File: src/hsq_pkg.sv
// package: method codes, motion encodings and timing counts for the homing sequencer
package hsq_pkg;
	localparam int METHOD_W = 8;
	localparam logic [7:0] M27 = 8'h1B;
	localparam logic [7:0] M28 = 8'h1C;
	localparam logic [7:0] M29 = 8'h1D;
	localparam logic [7:0] M30 = 8'h1E;
	localparam logic [7:0] M31 = 8'h1F;
	localparam logic [7:0] M32 = 8'h20;
	localparam logic [7:0] M33 = 8'h21;
	localparam logic [7:0] M34 = 8'h22;
	// speed command encoding
	localparam logic [1:0] SPD_ZERO = 2'h0;
	localparam logic [1:0] SPD_LOW = 2'h1;
	localparam logic [1:0] SPD_HIGH = 2'h2;
	// deceleration time before the low-speed leg
	localparam int CLK_MHZ = 25;
	localparam int DECEL_US = 100;
	localparam int DECEL_CYC = DECEL_US * CLK_MHZ;
	localparam int DECEL_W = 16;
endpackage

File: src/hsq_edge.sv
// synchroniser and single-shot edge detector for one input pin
`timescale 1ns/1ns
module hsq_edge
(
	// clock and reset
	input wire logic ref_clk,
	input wire logic reset,
	// pin and results
	input wire logic pin,
	output logic level,
	output logic rise,
	output logic fall
);
	logic sync_a;
	logic sync_b;
	logic prev;

	always_ff @(posedge ref_clk or posedge reset)
	begin
		if (reset)
		begin
			sync_a <= 1'b0;
			sync_b <= 1'b0;
			prev <= 1'b0;
		end
		else
		begin
			sync_a <= pin;
			sync_b <= sync_a;
			prev <= sync_b;
		end
	end

	assign level = sync_b;
	assign rise = sync_b & ~prev;
	assign fall = ~sync_b & prev;

	property p_once;
		@(posedge ref_clk) disable iff (reset) rise |=> !rise;
	endproperty
	a_once: assert property (p_once)
		else $error("edge reported twice");
	property p_rise_seen;
		@(posedge ref_clk) disable iff (reset) $rose(pin) |-> ##2 rise;
	endproperty
	a_rise_seen: assert property (p_rise_seen)
		else $error("pin rise not reported");
	// the first flop was held low in reset, so a fall right after it is not seen
	property p_fall_seen;
		@(posedge ref_clk) disable iff (reset) ($fell(pin) && !$past(reset)) |-> ##2 fall;
	endproperty
	a_fall_seen: assert property (p_fall_seen)
		else $error("pin fall not reported");
endmodule // hsq_edge

File: src/hsq_seq.sv
// homing sequencer for methods 27 to 34
//
// What this block does
// - method number selects the homing sequence 27-34
// - 27 off: high rev rise, decel, low fwd fall
// - 27 on: low forward, stop on fall
// - 27 limit: high fwd fall, decel, low rev rise
// - 28 off: rev rise, decel, fwd fall, rev rise
// - 28 on: low fwd fall, low rev rise
// - 28 limit: high fwd fall, decel, rev rise
// - 29 off: high rev fall, decel, fwd rise
// - 29 on: same as switch off
// - 29 limit: fwd rise, decel, rev fall, fwd rise
// - 30 off: rev fall, decel, fwd rise, rev fall
// - 30 on: same as switch off
// - 30 limit: high fwd rise, decel, rev fall
// - methods 31 and 32 are reserved
// - 33: reverse until first index pulse
// - 34: forward until first index pulse
`timescale 1ns/1ns
module hsq_seq
	import hsq_pkg::*;
#(
	parameter int DECEL_CYCLES = DECEL_CYC
)
(
	// clock and reset
	input wire logic ref_clk,
	input wire logic reset,
	// controller side
	input wire logic [hsq_pkg::METHOD_W-1:0] method,
	input wire logic start,
	output logic busy,
	output logic done,
	output logic rejected,
	// motor side
	input wire logic home_sw,
	input wire logic rev_limit,
	input wire logic index_z,
	output logic [1:0] speed,
	output logic dir_fwd
);
	import hsq_pkg::*;

	if (DECEL_CYCLES < 1 || DECEL_CYCLES >= (1 << DECEL_W))
	begin : g_decel_range
		$error("DECEL_CYCLES out of range");
	end

	typedef enum logic [5:0] {
		S_IDLE = 6'h01,
		S_LEG1 = 6'h02,
		S_DECEL = 6'h04,
		S_LEG2 = 6'h08,
		S_LEG3 = 6'h10,
		S_DONE = 6'h20
	} hsq_state_e;

	// a leg: speed, direction and the edge it waits for
	typedef struct packed {
		logic [1:0] spd;
		logic fwd;
		logic want_rise;
	} hsq_leg_s;

	hsq_state_e state;
	hsq_state_e next_state;
	logic [7:0] cur;
	logic limit_path;
	logic [DECEL_W-1:0] dcnt;
	hsq_leg_s leg1, leg2, leg3;
	logic has_leg3;
	logic home_lvl, home_rise, home_fall;
	logic lim_lvl, lim_rise;
	logic z_rise;

	// ----------------------------------------------------------------
	// input conditioning
	// ----------------------------------------------------------------
	hsq_edge u_home (.ref_clk(ref_clk), .reset(reset), .pin(home_sw),
		.level(home_lvl), .rise(home_rise), .fall(home_fall));
	hsq_edge u_lim (.ref_clk(ref_clk), .reset(reset), .pin(rev_limit),
		.level(lim_lvl), .rise(lim_rise), .fall());
	hsq_edge u_z (.ref_clk(ref_clk), .reset(reset), .pin(index_z),
		.level(), .rise(z_rise), .fall());

	// ----------------------------------------------------------------
	// method decode
	// ----------------------------------------------------------------
	// while idle the legs follow the method on the bus, so the first leg is right at once
	wire [7:0] m_now = (state == S_IDLE) ? method : cur;
	// a limit path left over from the last run must not steer the next start
	wire lp_now = (state != S_IDLE) && limit_path;
	wire is_27 = (m_now == M27);
	wire is_28 = (m_now == M28);
	wire is_29 = (m_now == M29);
	wire is_30 = (m_now == M30);
	wire is_idx = (m_now == M33) || (m_now == M34);
	wire m_valid = (method >= M27 && method <= M30) || method == M33 || method == M34;
	wire m_reserved = (method == M31) || (method == M32);
	wire start_on = home_lvl;
	// first leg chosen at start; legs after decel depend on path
	wire first_slow = (method == M27 || method == M28) && start_on;

	always_comb
	begin
		leg1 = '{SPD_HIGH, 1'b0, 1'b1};
		leg2 = '{SPD_LOW, 1'b1, 1'b0};
		leg3 = '{SPD_LOW, 1'b0, 1'b1};
		has_leg3 = 1'b0;
		if (is_idx)
			leg1 = '{SPD_LOW, m_now == M34, 1'b1};
		else if (lp_now)
		begin
			// limit path: high forward search, decel, then low legs
			if (is_27 || is_28)
			begin
				leg1 = '{SPD_HIGH, 1'b1, 1'b0};
				leg2 = '{SPD_LOW, 1'b0, 1'b1};
			end
			else if (is_29)
			begin
				leg1 = '{SPD_HIGH, 1'b1, 1'b1};
				leg2 = '{SPD_LOW, 1'b0, 1'b0};
				leg3 = '{SPD_LOW, 1'b1, 1'b1};
				has_leg3 = 1'b1;
			end
			else
			begin
				leg1 = '{SPD_HIGH, 1'b1, 1'b1};
				leg2 = '{SPD_LOW, 1'b0, 1'b0};
			end
		end
		else if (is_27)
		begin
			leg1 = '{SPD_HIGH, 1'b0, 1'b1};
			leg2 = '{SPD_LOW, 1'b1, 1'b0};
		end
		else if (is_28)
		begin
			leg1 = '{SPD_HIGH, 1'b0, 1'b1};
			leg2 = '{SPD_LOW, 1'b1, 1'b0};
			leg3 = '{SPD_LOW, 1'b0, 1'b1};
			has_leg3 = 1'b1;
		end
		else if (is_29)
		begin
			leg1 = '{SPD_HIGH, 1'b0, 1'b0};
			leg2 = '{SPD_LOW, 1'b1, 1'b1};
		end
		else
		begin
			leg1 = '{SPD_HIGH, 1'b0, 1'b0};
			leg2 = '{SPD_LOW, 1'b1, 1'b1};
			leg3 = '{SPD_LOW, 1'b0, 1'b0};
			has_leg3 = 1'b1;
		end
	end

	wire leg1_hit = is_idx ? z_rise : (leg1.want_rise ? home_rise : home_fall);
	wire leg2_hit = leg2.want_rise ? home_rise : home_fall;
	wire leg3_hit = leg3.want_rise ? home_rise : home_fall;
	// limit only matters while searching reverse at high speed
	wire lim_hit = !limit_path && !is_idx && !leg1.fwd && leg1.spd == SPD_HIGH
		&& (lim_rise || lim_lvl);
	wire dec_end = (dcnt == '0);

	// ----------------------------------------------------------------
	// state machine
	// ----------------------------------------------------------------
	always_comb
	begin
		next_state = state;
		case (state)
			S_IDLE:
				if (start && m_valid)
					next_state = first_slow ? S_LEG2 : S_LEG1;
			S_LEG1:
				if (lim_hit)
					next_state = S_LEG1;
				else if (leg1_hit)
					next_state = is_idx ? S_DONE : S_DECEL;
			S_DECEL:
				if (dec_end)
					next_state = S_LEG2;
			S_LEG2:
				if (leg2_hit)
					next_state = has_leg3 ? S_LEG3 : S_DONE;
			S_LEG3:
				if (leg3_hit)
					next_state = S_DONE;
			S_DONE:
				if (start && (m_valid || m_reserved))
					next_state = S_IDLE;
			default:
				next_state = S_IDLE;
		endcase
	end

	always_ff @(posedge ref_clk or posedge reset)
	begin
		if (reset)
			state <= S_IDLE;
		else
			state <= next_state;
	end

	always_ff @(posedge ref_clk or posedge reset)
	begin
		if (reset)
		begin
			cur <= 8'h00;
			limit_path <= 1'b0;
		end
		else if (state == S_IDLE && start && m_valid)
		begin
			cur <= method;
			limit_path <= 1'b0;
		end
		else if (state == S_LEG1 && lim_hit)
			limit_path <= 1'b1;
	end

	always_ff @(posedge ref_clk or posedge reset)
	begin
		if (reset)
			dcnt <= '0;
		else if (state != S_DECEL)
			dcnt <= DECEL_W'(DECEL_CYCLES - 1);
		else if (!dec_end)
			dcnt <= dcnt - 1'b1;
	end

	// ----------------------------------------------------------------
	// registered outputs
	// ----------------------------------------------------------------
	always_ff @(posedge ref_clk or posedge reset)
	begin
		if (reset)
		begin
			speed <= SPD_ZERO;
			dir_fwd <= 1'b0;
			busy <= 1'b0;
			done <= 1'b0;
			rejected <= 1'b0;
		end
		else
		begin
			busy <= (next_state != S_IDLE) && (next_state != S_DONE);
			done <= (next_state == S_DONE);
			rejected <= (state == S_IDLE || state == S_DONE) && start && m_reserved
				? 1'b1 : (start && m_valid ? 1'b0 : rejected);
			case (next_state)
				S_LEG1:
				begin
					speed <= leg1.spd;
					dir_fwd <= leg1.fwd;
				end
				S_LEG2:
				begin
					speed <= leg2.spd;
					dir_fwd <= leg2.fwd;
				end
				S_LEG3:
				begin
					speed <= leg3.spd;
					dir_fwd <= leg3.fwd;
				end
				default:
					speed <= SPD_ZERO;
			endcase
		end
	end

	// ----------------------------------------------------------------
	// checks
	// ----------------------------------------------------------------
	property p_done_still;
		@(posedge ref_clk) disable iff (reset) done |-> speed == SPD_ZERO;
	endproperty
	a_done_still: assert property (p_done_still)
		else $error("moving while done");
	property p_rsv_nomove;
		@(posedge ref_clk) disable iff (reset)
			((state == S_IDLE || state == S_DONE) && start && m_reserved)
			|=> (speed == SPD_ZERO && rejected && !busy);
	endproperty
	a_rsv_nomove: assert property (p_rsv_nomove)
		else $error("reserved method moved");
	property p_z33;
		@(posedge ref_clk) disable iff (reset)
			(state == S_LEG1 && cur == M33) |-> !dir_fwd && speed == SPD_LOW;
	endproperty
	a_z33: assert property (p_z33)
		else $error("method 33 not slow reverse");
	property p_z34;
		@(posedge ref_clk) disable iff (reset)
			(state == S_LEG1 && cur == M34) |-> dir_fwd && speed == SPD_LOW;
	endproperty
	a_z34: assert property (p_z34)
		else $error("method 34 not slow forward");
	property p_z_done;
		@(posedge ref_clk) disable iff (reset)
			(state == S_LEG1 && is_idx && z_rise) |=> done && speed == SPD_ZERO;
	endproperty
	a_z_done: assert property (p_z_done)
		else $error("index did not finish");
	property p_decel;
		@(posedge ref_clk) disable iff (reset)
			(state == S_LEG1 && !is_idx && !lim_hit && leg1_hit)
			|=> state == S_DECEL && speed == SPD_ZERO;
	endproperty
	a_decel: assert property (p_decel)
		else $error("no deceleration");
	property p_slow27;
		@(posedge ref_clk) disable iff (reset)
			(state == S_IDLE && start && method == M27 && home_lvl) |=> speed == SPD_LOW && dir_fwd;
	endproperty
	a_slow27: assert property (p_slow27)
		else $error("27 on not slow forward");
	property p_slow28;
		@(posedge ref_clk) disable iff (reset)
			(state == S_IDLE && start && method == M28 && home_lvl) |=> speed == SPD_LOW && dir_fwd;
	endproperty
	a_slow28: assert property (p_slow28)
		else $error("28 on not slow forward");
	property p_fast_start;
		@(posedge ref_clk) disable iff (reset)
			(state == S_IDLE && start && m_valid && !first_slow && method != M33 && method != M34)
			|=> speed == SPD_HIGH && !dir_fwd;
	endproperty
	a_fast_start: assert property (p_fast_start)
		else $error("search did not start high reverse");
	property p_start;
		@(posedge ref_clk) disable iff (reset)
			(state == S_IDLE && start && m_valid) |=> busy;
	endproperty
	a_start: assert property (p_start)
		else $error("valid method did not start");
	property p_limit;
		@(posedge ref_clk) disable iff (reset)
			(state == S_LEG1 && lim_hit) |=> ##1 dir_fwd && speed == SPD_HIGH;
	endproperty
	a_limit: assert property (p_limit)
		else $error("limit did not turn forward");
	property p_leg3_28;
		@(posedge ref_clk) disable iff (reset)
			(state == S_LEG3 && cur == M28) |-> speed == SPD_LOW && !dir_fwd;
	endproperty
	a_leg3_28: assert property (p_leg3_28)
		else $error("28 last leg not slow reverse");
endmodule // hsq_seq

File: config.mk
export PLATFORM = sky130hd
export DESIGN_NAME = hsq_seq
export DESIGN_NICKNAME = d
export VERILOG_FILES = /design/src/hsq_pkg.sv /design/src/hsq_edge.sv /design/src/hsq_seq.sv
export SDC_FILE = /design/constraint.sdc
export NUM_CORES = 1
export LEC_CHECK = 0
export BUFFER_PORTS_ARGS = -buffer_cell sky130_fd_sc_hd__buf_4
export CAP_MARGIN = 25
export CORE_MARGIN = 3
export CORE_UTILIZATION = 34
export DETAILED_ROUTE_END_ITERATION = 10
export PLACE_DENSITY_LB_ADDON = 0.05
export SYNTH_ARGS = -nofsm -noshare
export SYNTH_HDL_FRONTEND = slang
export SYNTH_SLANG_ARGS = --single-unit
File: constraint.sdc
create_clock -name ref_clk -period 4.1 [get_ports ref_clk]
set_clock_uncertainty 0.1 [all_clocks]
set_input_delay 0.82 -clock ref_clk [delete_from_list [all_inputs] [get_ports ref_clk]]
set_output_delay 0.82 -clock ref_clk [all_outputs]
set_load 0.005 [all_outputs]
; Word level (Yosys, flattened, before mapping)
; Cells that the tools add are included.
[op_classes]
n_reduce_logical = 31
n_lt_le_gt_ge = 2
multipliers = 0
addsub = 1
bitwise = 8
n_eq_ne = 27
mux = 48
shifts = 0
div = 0
[op_table]
columns = cell, count
row1 = $mux 6, 9
row2 = $eq 8x5->1 const B, 6
row3 = $eq 8x6->1 const B, 5
row4 = $pmux 6 s6, 1
row5 = $mux 16, 2
row6 = $mux 4, 7
row7 = $mux 1, 24
row8 = $logic_not 16->1, 1
row9 = $sub 16x1->16 const B, 1
row10 = $logic_and 1x1->1, 15
row11 = $eq 6x2->1 const B, 2
row12 = $eq 6x4->1 const B, 2
row13 = $eq 6x5->1 const B, 2
row14 = $eq 6x6->1 const B, 2
row15 = $ne 6x1->1 const B, 2
row16 = $logic_or 1x1->1, 9
row17 = $ge 8x5->1 const B, 1
row18 = $le 8x5->1 const B, 1
row19 = $mux 8, 1
row20 = $eq 6x1->1 const B, 1
row21 = $eq 6x3->1 const B, 1
row22 = $ne 6x3->1 const B, 1
row23 = $ne 6x6->1 const B, 1
row24 = $pmux 2 s3, 1
row25 = other kinds (9), 19
[totals]
latch_bits = 0
romBits = 0
in_bits = 14
ram_bits = 0
ff_bits = 46
output_inout_bits = 6
mem_count = 0

; Depth between registers and ports, before layout
; Gate-level depths: netlist of run 1.
[logic_depth]
ltp_word = 15
depth_mapped = 11
ltp_nobuf = 8

; By module
; From an unflattened synthesis of run 1, not the netlist that was laid out.
[unflattened]
hier_cells = 284
hier_area_um2 = 2687.6
[by_module_without_submodules]
columns = module, instances, cells_per_inst, area_per_inst_um2, seq_area_each_um2
row1 = hsq_seq, 1, 266, 2406.1, 927.1
row2 = hsq_edge, 3, 6, 93.8, 75.1

; Least setup slack after synthesis of run 1
; No wires, ideal clock.
[synth_path]
kind = in2reg
start = input port method[0] in the netlist's numbering
end = register speed[0]
path_slack_ps = 1388
setup_ps = 124
n_path_buf = 1
t_arrival_ps = 2487
required_ps = 3876
path_stages = 8
path_cell_list = buf_2 -> or3b_1 -> a211oi_4 -> a21oi_2 -> a31oi_1 -> o21a_2 -> nand3b_1 -> or2_1
[synth_between]
elab_chain_cells = 13
word_cells_on_any_way = 73
cone_classes = order compare (2) / eq/ne (15) / mux (39) / reduce/logical (17)
[synth_rtl]
columns = item, line
row1 = start: declaration, hsq_seq.sv:31  ; input wire logic [hsq_pkg::METHOD_W-1:0] method,
row2 = $mux 8, hsq_seq.sv:91  ; wire [7:0] m_now = (state == S_IDLE) ? method : cur;
row3 = $eq 8x5->1 (on tied branches), "hsq_seq.sv:95, hsq_seq.sv:94"
row4 = $mux 1 or $logic_or 1x1->1 (tied branches), "hsq_seq.sv:139, hsq_seq.sv:116"
row5 = $mux 1 (on tied branches), "hsq_seq.sv:134, hsq_seq.sv:116"
row6 = $mux 4, hsq_seq.sv:113  ; else if (lp_now)
row7 = $mux 4, hsq_seq.sv:111  ; if (is_idx)
row8 = $mux 1 (2 in series), hsq_seq.sv:160  ; wire leg1_hit = is_idx ? z_rise : (leg1.want_rise ? home_rise : home_fall);
row9 = $mux 6, hsq_seq.sv:181  ; else if (leg1_hit)
row10 = $mux 6, hsq_seq.sv:179  ; if (lim_hit)
row11 = $pmux 6 s6, hsq_seq.sv:174  ; case (state)
row12 = "$eq 6x5->1, or another cell as far along", hsq_seq.sv:253  ; case (next_state)
row13 = $pmux 2 s3 (*), hsq_seq.sv:253
row14 = end signal: assignment, hsq_seq.sv:256  ; speed <= leg1.spd;
row15 = end signal: assignment, hsq_seq.sv:261  ; speed <= leg2.spd;
row16 = end signal: assignment, hsq_seq.sv:266  ; speed <= leg3.spd;
row17 = end: declaration, hsq_seq.sv:40  ; output logic [1:0] speed,
; Every way passes the cells marked *; elsewhere a longest branch is shown, timed or not.
; A chain may end at the register's enable or synchronous reset.

; Final worst setup path of run 1
[layout_path]
start = register state[2]
end = register speed[0]
[layout_between]
elab_chain_cells = 14
word_cells_on_any_way = 64
cone_classes = eq/ne (16) / mux (39) / reduce/logical (9)
[layout_rtl]
columns = item, line
row1 = start: declaration, hsq_seq.sv:66  ; hsq_state_e state;
row2 = start signal: assignment, hsq_seq.sv:205  ; state <= next_state;
row3 = $eq 6x1->1, "hsq_seq.sv:91, hsq_seq.sv:174"
row4 = $mux 8, hsq_seq.sv:91
row5 = $eq 8x5->1 (on tied branches), "hsq_seq.sv:95, hsq_seq.sv:94"
row6 = $mux 1 or $logic_or 1x1->1 (tied branches), "hsq_seq.sv:139, hsq_seq.sv:116"
row7 = $mux 1 (on tied branches), "hsq_seq.sv:134, hsq_seq.sv:116"
row8 = $mux 4, hsq_seq.sv:113
row9 = $mux 4, hsq_seq.sv:111
row10 = $mux 1 (2 in series), hsq_seq.sv:160
row11 = $mux 6, hsq_seq.sv:181
row12 = $mux 6, hsq_seq.sv:179
row13 = $pmux 6 s6, hsq_seq.sv:174
row14 = "$eq 6x5->1, or another cell as far along", hsq_seq.sv:253
row15 = $pmux 2 s3 (*), hsq_seq.sv:253
; Marks and branches as above.

==> results of run 1 <==
## cells by family (layout without fill, tap and decap cells)
logic type      Yosys count  count (layout)  synth area share
simple gates            128             128            0.2735
flops                    45              45            0.4046
mux                      11              11           0.04804
buf+inv                  26              40           0.05029
compound gates           64              64            0.1751
fa+ha+maj                 1               1          0.004490
xor+xnor                 14              14           0.04401
## flip-flops by register name, summed over array words and instances (netlist names), 2 cells and up
name	count
speed	2
cur	8
state	6
dcnt	16
## layout make-up
type | count | area, sq um
clock buffers | 5 | 68.82
clock inverters | 3 | 68.82
fillers | 814 | 4728
inverters | 12 | 45.04
multi-input cells | 218 | 1519
flip-flops and latches | 45 | 1127
well taps | 102 | 127.6
repair buffers | 20 | 162.7
## cells in the final DEF, fill, tap and decap left out, drive strengths merged, types with 4 or more instances in the layout
cell type / synthesis / layout
o21ai: 16 / 16
nor4b: 4 / 4
buf: 10 / 20
nor4: 11 / 11
dfrtp: 44 / 44
nor2: 24 / 24
nand4: 5 / 5
mux2: 6 / 6
a21oi: 11 / 11
or3: 4 / 4
inv: 12 / 13
nand2: 27 / 27
mux2i: 5 / 5
xor2: 5 / 5
clkbuf: 4 / 5
nor3: 10 / 10
nor2b: 7 / 7
nand3: 12 / 12
o211ai: 4 / 4
xnor2: 9 / 9
nand3b: 5 / 5
## metal layers
metal,part of all wire,vias up,GRT usage
met3,0.024,8,0.02943
li1,-,1083,-
met5,0,-,0
met1,0.52,1025,0.2189
met2,0.44,19,0.2167
met4,0.015,0,0.04673
## worst paths after layout
check / end / slack, ns / depth (start not counted)
worst max-delay path: speed[0] / 1.07 / 8
worst min-delay path: u_z.level / 0.25 / 0
worst max register to register: speed[0] / 1.07 / 8
worst min register to register: u_z.level / 0.25 / 0
max in group asynchronous: state[0] / 2.90 / 3
min in group asynchronous: u_z.sync_a / 0.42 / 2
## critical path: stages (launching register included)
cell	delay (ns)
dfrtp_1	0.50
nor3_2	0.26
and3_1	0.63
mux2i_4	0.56
a21oi_2	0.07
mux2i_1	0.23
nor2_1	0.12
nand3b_1	0.20
or2_1	0.24
## report_power, final
part	total, mW	switching [mW]	internal [mW]
Combinational	0.456	0.247	0.209
Sequential	0.611	0.106	0.504
Clock	0.406	0.160	0.245
Total	1.47	0.514	0.959
## Yosys cell counts, drive strengths merged (4+ instances only)
master	n	area share
a21oi	11	0.022
buf	10	0.029
clkbuf	4	0.0054
dfrtp	44	0.40
inv	12	0.016
mux2	6	0.026
mux2i	5	0.022
nand2	27	0.036
nand3	12	0.022
nand3b	5	0.013
nand4	5	0.013
nor2	24	0.033
nor2b	7	0.016
nor3	10	0.020
nor4	11	0.035
nor4b	4	0.023
o211ai	4	0.011
o21ai	16	0.030
or3	4	0.0090
xnor2	9	0.028
xor2	5	0.016
==> impl_metrics.csv, run 1 <==
group,metric,value,unit
sta,hold_viol_final,0,
clocking,cts_setup_buffers,0,
setup_path,arrival,3.12,ns
power,vdd_ir_drop_max,0.2126,mV
global_route,groute.usage.overall,0.1482,
floorplanning,io-pin-count,20,
synth,synth_nets,304,
clocking,cts_made_buffers,5,
placement,place_inst,396,
sta,fmax,330.2,MHz
clocking,clock_sinks,45,
power,p_leak,1.219,nW
floorplanning,dieWidth,96.53,um
synth,avgSynthCellArea,9.642,sq um
power,power,1.473,mW
floorplanning,dieArea,9318,sq um
placement,numPortBuffers,19,
placement,placed_area,2962,sq um
global_route,overflow,0,
clocking,ctsHoldBuffers,0,
finish,nNetsFinal,317,
setup_path,crit_path_max_fanout,13,
sta,period_share,0.7386,
synth,yosysWarnings,0,
synth,synth_area,2786,sq um
global_route,grt_pass1_wl,10.53,mm
placement,place_hpwl,4.597,mm
sta,fin_setup_tns,0,ns
sta,rsz0062_at_grt,"no",
finish,diodes,0,
finish,area_growth,11.94,%
sta,period_minus_slack,3.028,ns
setup_path,startpoint,"state[2]",
clocking,htree_levels,2,
setup_path,crit_type,"reg2reg",
floorplanning,rows,32,
setup_path,start_kind,"flip-flop",
clocking,cts.reportedPaths.clkPinSlew,0.09,ns
detailed_routing,route.vias.total,2135,
sta,worstMarginPinSlew,0.8903,ns
sta,maxSlewViolCount,0,
clocking,cts_buffer_depth,2,
detailed_routing,vias_per_cell,5.272,
setup_path,worstReg2RegStart,"state[2]",
global_route,grt_pass1_vias,2022,
clocking,cts_resized,0,
synth,yosys_most_used_dff,"dfrtp_1",
synth,synth-seq-area-share,0.4046,
placement,place.gp.congestion,0.7726,
sta,max-slew-margin-rel,0.3981,
sta,fin_hold_ws,0.2543,ns
sta,fin_ws,1.072,ns
finish,fin_cells,405,
clocking,clk_latency,0.30,ns
global_route,grt_max_degree,46,
synth,async_flop_share,1.000,
finish,stdcell_area,3119,sq um
detailed_routing,postRouteAntennaNets,0,
placement,dp_worst_setup_slack,1.008,ns
synth,syn_inst,289,
finish,fin_util,0.3975,
finish,drive_gt1_frac,0.1881,
sta,finalSetupViolations,0,
run,maxCapViolCount,0,
floorplanning,chipHeight,96.53,um
synth,ys_ff_latch,45,
detailed_routing,wl,6.278,mm
detailed_routing,firstDrtPassIters,4,
floorplanning,initial_utilization,0.3551,
synth,synth_edf_count,0,
worst_hold_path,hp-class,"reg2reg",
power,p_per_area,472.2,nW/um^2
global_route,antenna_found_initial,0,
setup_path,critPathRequiredTime,4.19,ns
synth,ys_types,75,
detailed_routing,initialDrtViolationCount,80,
detailed_routing,wl_per_cell,15.50,um
worst_hold_path,min-delay-start,"u_z.sync_a",
clocking,cts_root_buf,"clkbuf_8",
detailed_routing,drc_errors,0,
outcome,outcome,"finished, final reports clean",
floorplanning,coreArea,7848,sq um
clocking,cts_tree,"yes",
setup_path,cp-end-kind,"flip-flop",
Power figures use the tool's default switching activity.
==> inputs of run 2 (changes only) <==
--- a/config.mk
+++ b/config.mk
@@ -5,6 +5,7 @@
 export SDC_FILE = /design/constraint.sdc
 export NUM_CORES = 1
 export LEC_CHECK = 0
+export ABC_AREA = 1
 export BUFFER_PORTS_ARGS = -buffer_cell sky130_fd_sc_hd__buf_4
 export CAP_MARGIN = 25
 export CORE_MARGIN = 3
==> constraint.sdc (replaced) <==
create_clock -name ref_clk -period 2.9 [get_ports ref_clk]
set_clock_uncertainty 0.1 [all_clocks]
set_input_delay 0.58 -clock ref_clk [delete_from_list [all_inputs] [get_ports ref_clk]]
set_output_delay 0.58 -clock ref_clk [all_outputs]
set_load 0.005 [all_outputs]
==> run 2 against run 1 <==
Effect of this change:
- wire length down 9.0%
- sequential cell count unchanged
- combinational power up 7.2%
- non-clock buffer count up 8
- register-to-register slack worse by 0.73 ns
- highest routed layer unchanged
- first-iteration DRC count up 16%
- sequential power up 22%
- synthesized cell count up 16%
==> impl_metrics.csv, run 2 <==
group,metric,value,unit
run,maxCapViolCount,0,
global_route,grt_pass1_wl,10.18,mm
synth,synth_area,2535,sq um
synth,synth_edf_count,0,
clocking,cts_made_buffers,5,
finish,largest_reg_flops,16,
synth,synth_top_area_frac,0.4344,
synth,syn_inst,334,
floorplanning,dieArea,8528,sq um
global_route,overflow,0,
sta,maxSlewViolCount,0,
setup_path,crit_path_max_fanout,14,
setup_path,reg2reg_slack,0.34,ns
synth,ys_ff_latch,45,
setup_path,crit_type,"reg2reg",
finish,stdcell_area,2959,sq um
synth,async_flop_share,1.000,
clocking,htree_levels,2,
setup_path,crit_chain,"inv_2 -> nor2_8 -> nand3_4 -> o21ai_2 -> nand4_1 -> nor2_1 -> nand2_2 -> inv_2 -> nor2_2 -> nand2_1 -> o21ai_0 -> inv_1 -> nand2_1 -> nor3_1 -> nor2_1",
sta,fin_ws,0.3427,ns
sta,rsz0062_at_grt,"no",
worst_hold_path,hold_path_end,"u_home.level",
sta,period_share,0.8818,
setup_path,cpMaxStageDelayCell,"dfstp_2",
placement,numPortBuffers,19,
setup_path,cp-end-kind,"flip-flop",
setup_path,critPathRequiredTime,2.99,ns
placement,placed_area,2813,sq um
finish,diodes,0,
synth,avgSynthCellArea,7.590,sq um
setup_path,r2r_cells,15,
power,p_leak,1.544,nW
floorplanning,io-pin-count,20,
setup_path,worstReg2RegStart,"state[0]",
placement,dp_worst_setup_slack,0.2532,ns
sta,max-slew-margin-rel,0.6195,
sta,period_minus_slack,2.557,ns
placement,place.gp.congestion,0.8463,
setup_path,path_buf_inv,3,
outcome,outcome,"finished, final reports clean",
sta,finalSetupViolations,0,
worst_hold_path,min-delay-start,"u_home.sync_a",
setup_path,reg2reg_to,"dir_fwd",
clocking,cts_buffer_depth,2,
synth,ys_types,38,
setup_path,startpoint,"state[0]",
finish,reg.largest.list,"dcnt (16), cur (8), state (6)",
synth,yosys_most_used_dff,"dfrtp_1",
sta,fmax,391.0,MHz
synth,synth-seq-area-share,0.4447,
clocking,cts.reportedPaths.clkPinSlew,0.09,ns
clocking,clock_sinks,45,
global_route,grt_pass1_vias,2190,
sta,hold_viol_final,0,
global_route,antenna_found_initial,0,
worst_hold_path,holdPathStages,0,
sta,worstMarginPinSlew,0.5707,ns
synth,yosysWarnings,0,
power,vdd_ir_drop_max,0.3042,mV
power,power,1.737,mW
clocking,clk_latency,0.30,ns
floorplanning,coreArea,7019,sq um
detailed_routing,firstDrtPassIters,5,
detailed_routing,route.vias.total,2174,
setup_path,arrival,2.65,ns
detailed_routing,wl_per_cell,12.36,um
clocking,ctsHoldBuffers,0,
finish,mostFrequentLayoutCell,"nand2_1",
floorplanning,initial_utilization,0.3611,
synth,synth_area_leaders,"dfrtp_1 43%, nand2_1 12%, inv_1 7.8%",
power,p_per_area,587.1,nW/um^2
sta,fin_setup_tns,0,ns
sta,fin_hold_ws,0.2555,ns
placement,place_hpwl,4.411,mm
floorplanning,chipHeight,92.35,um
placement,place_inst,451,
finish,area_growth,16.73,%
detailed_routing,wl,5.712,mm
floorplanning,rows,30,
synth,synth_most_common_cell,"nand2_1",
synth,yosys.area.top_type,"dfrtp_1",
setup_path,start_kind,"flip-flop",
synth,ys_top_cells_by_count,"79 x nand2_1, 53 x inv_1, 44 x dfrtp_1",
setup_path,critPathTopFamily,"simple AND/OR/NAND/NOR gates",
finish,final_cell_mix,"79 x nand2_1, 52 x inv_1, 44 x dfrtp_1",
setup_path,max_stage_delay,0.57,ns
global_route,grt_max_degree,46,
floorplanning,dieWidth,92.35,um
synth,synth_nets,349,
finish,fin_util,0.4216,
global_route,groute.usage.overall,0.1490,
clocking,cts_tree,"yes",
finish,fin_cells,462,
clocking,cts_root_buf,"clkbuf_8",
finish,drive_gt1_frac,0.1749,
finish,nNetsFinal,380,
detailed_routing,vias_per_cell,4.706,
finish,top_register,"dcnt",
detailed_routing,initialDrtViolationCount,93,
detailed_routing,postRouteAntennaNets,0,
worst_hold_path,hp-class,"reg2reg",
detailed_routing,drc_errors,0,
[run 2: changes by cell type after synthesis, moves of 5 or more]
cell	change
nor2b_1	-7
nand2_1	+52
nor2_2	+5
nand4_1	+14
o21ai_0	+7
xnor2_1	-9
nand2_2	+7
nor4_1	-6
inv_1	+41
nor2_1	+10
mux2_2	-5
[run 2: area by class of cell]
class	instances	area, sq um
Clock buffer	6	82.58
Clock inverter	2	37.54
Fill cell	733	4060
Inverter	57	214.0
Multi-Input combinational cell	228	1167
Sequential cell	45	1127
Tap cell	96	120.1
Timing Repair Buffer	28	210.2
[run 2: per-layer routing]
metal / wire length (um) / global-route usage / vias up
li1: - / - / 1152
met1: 2741 / 0.1945 / 983
met2: 2669 / 0.2465 / 28
met3: 181 / 0.02681 / 11
met4: 120 / 0.05446 / 0
met5: 0 / 0 / -
[run 2: where the power goes]
part           internal, mW  total (mW)  switching [mW]  leakage, nW
clock network         0.280       0.505           0.224       0.0574
logic                 0.182       0.489           0.307        0.929
registers             0.701       0.743          0.0419        0.557
[run 2: cells by family (layout without fill, tap and decap cells)]
group,after synthesis,in the layout,share of synthesized area
buf+inv,61,93,0.09624
xor+xnor,3,3,0.01037
flops,45,45,0.4447
fa+ha+maj,1,1,0.004935
simple gates,175,175,0.3287
compound gates,49,49,0.1150
[run 2: worst max path at each step]
stage                    to  slack, ns  cells past startpoint
finish              dir_fwd       0.34                     15
global route        dir_fwd      0.009                     15
CTS                 dir_fwd       0.23                     15
detailed placement  dir_fwd       0.25                     15
global placement    dir_fwd       0.33                     13
floorplan           dir_fwd       0.66                     12
[run 2: repair_timing]
| action | in CTS | in global routing |
|---|---|---|
| setup buffers | 0 | 3 |
| gates resized for setup | 0 | 1 |
| endpoints found under the setup margin | 0 | 2 |
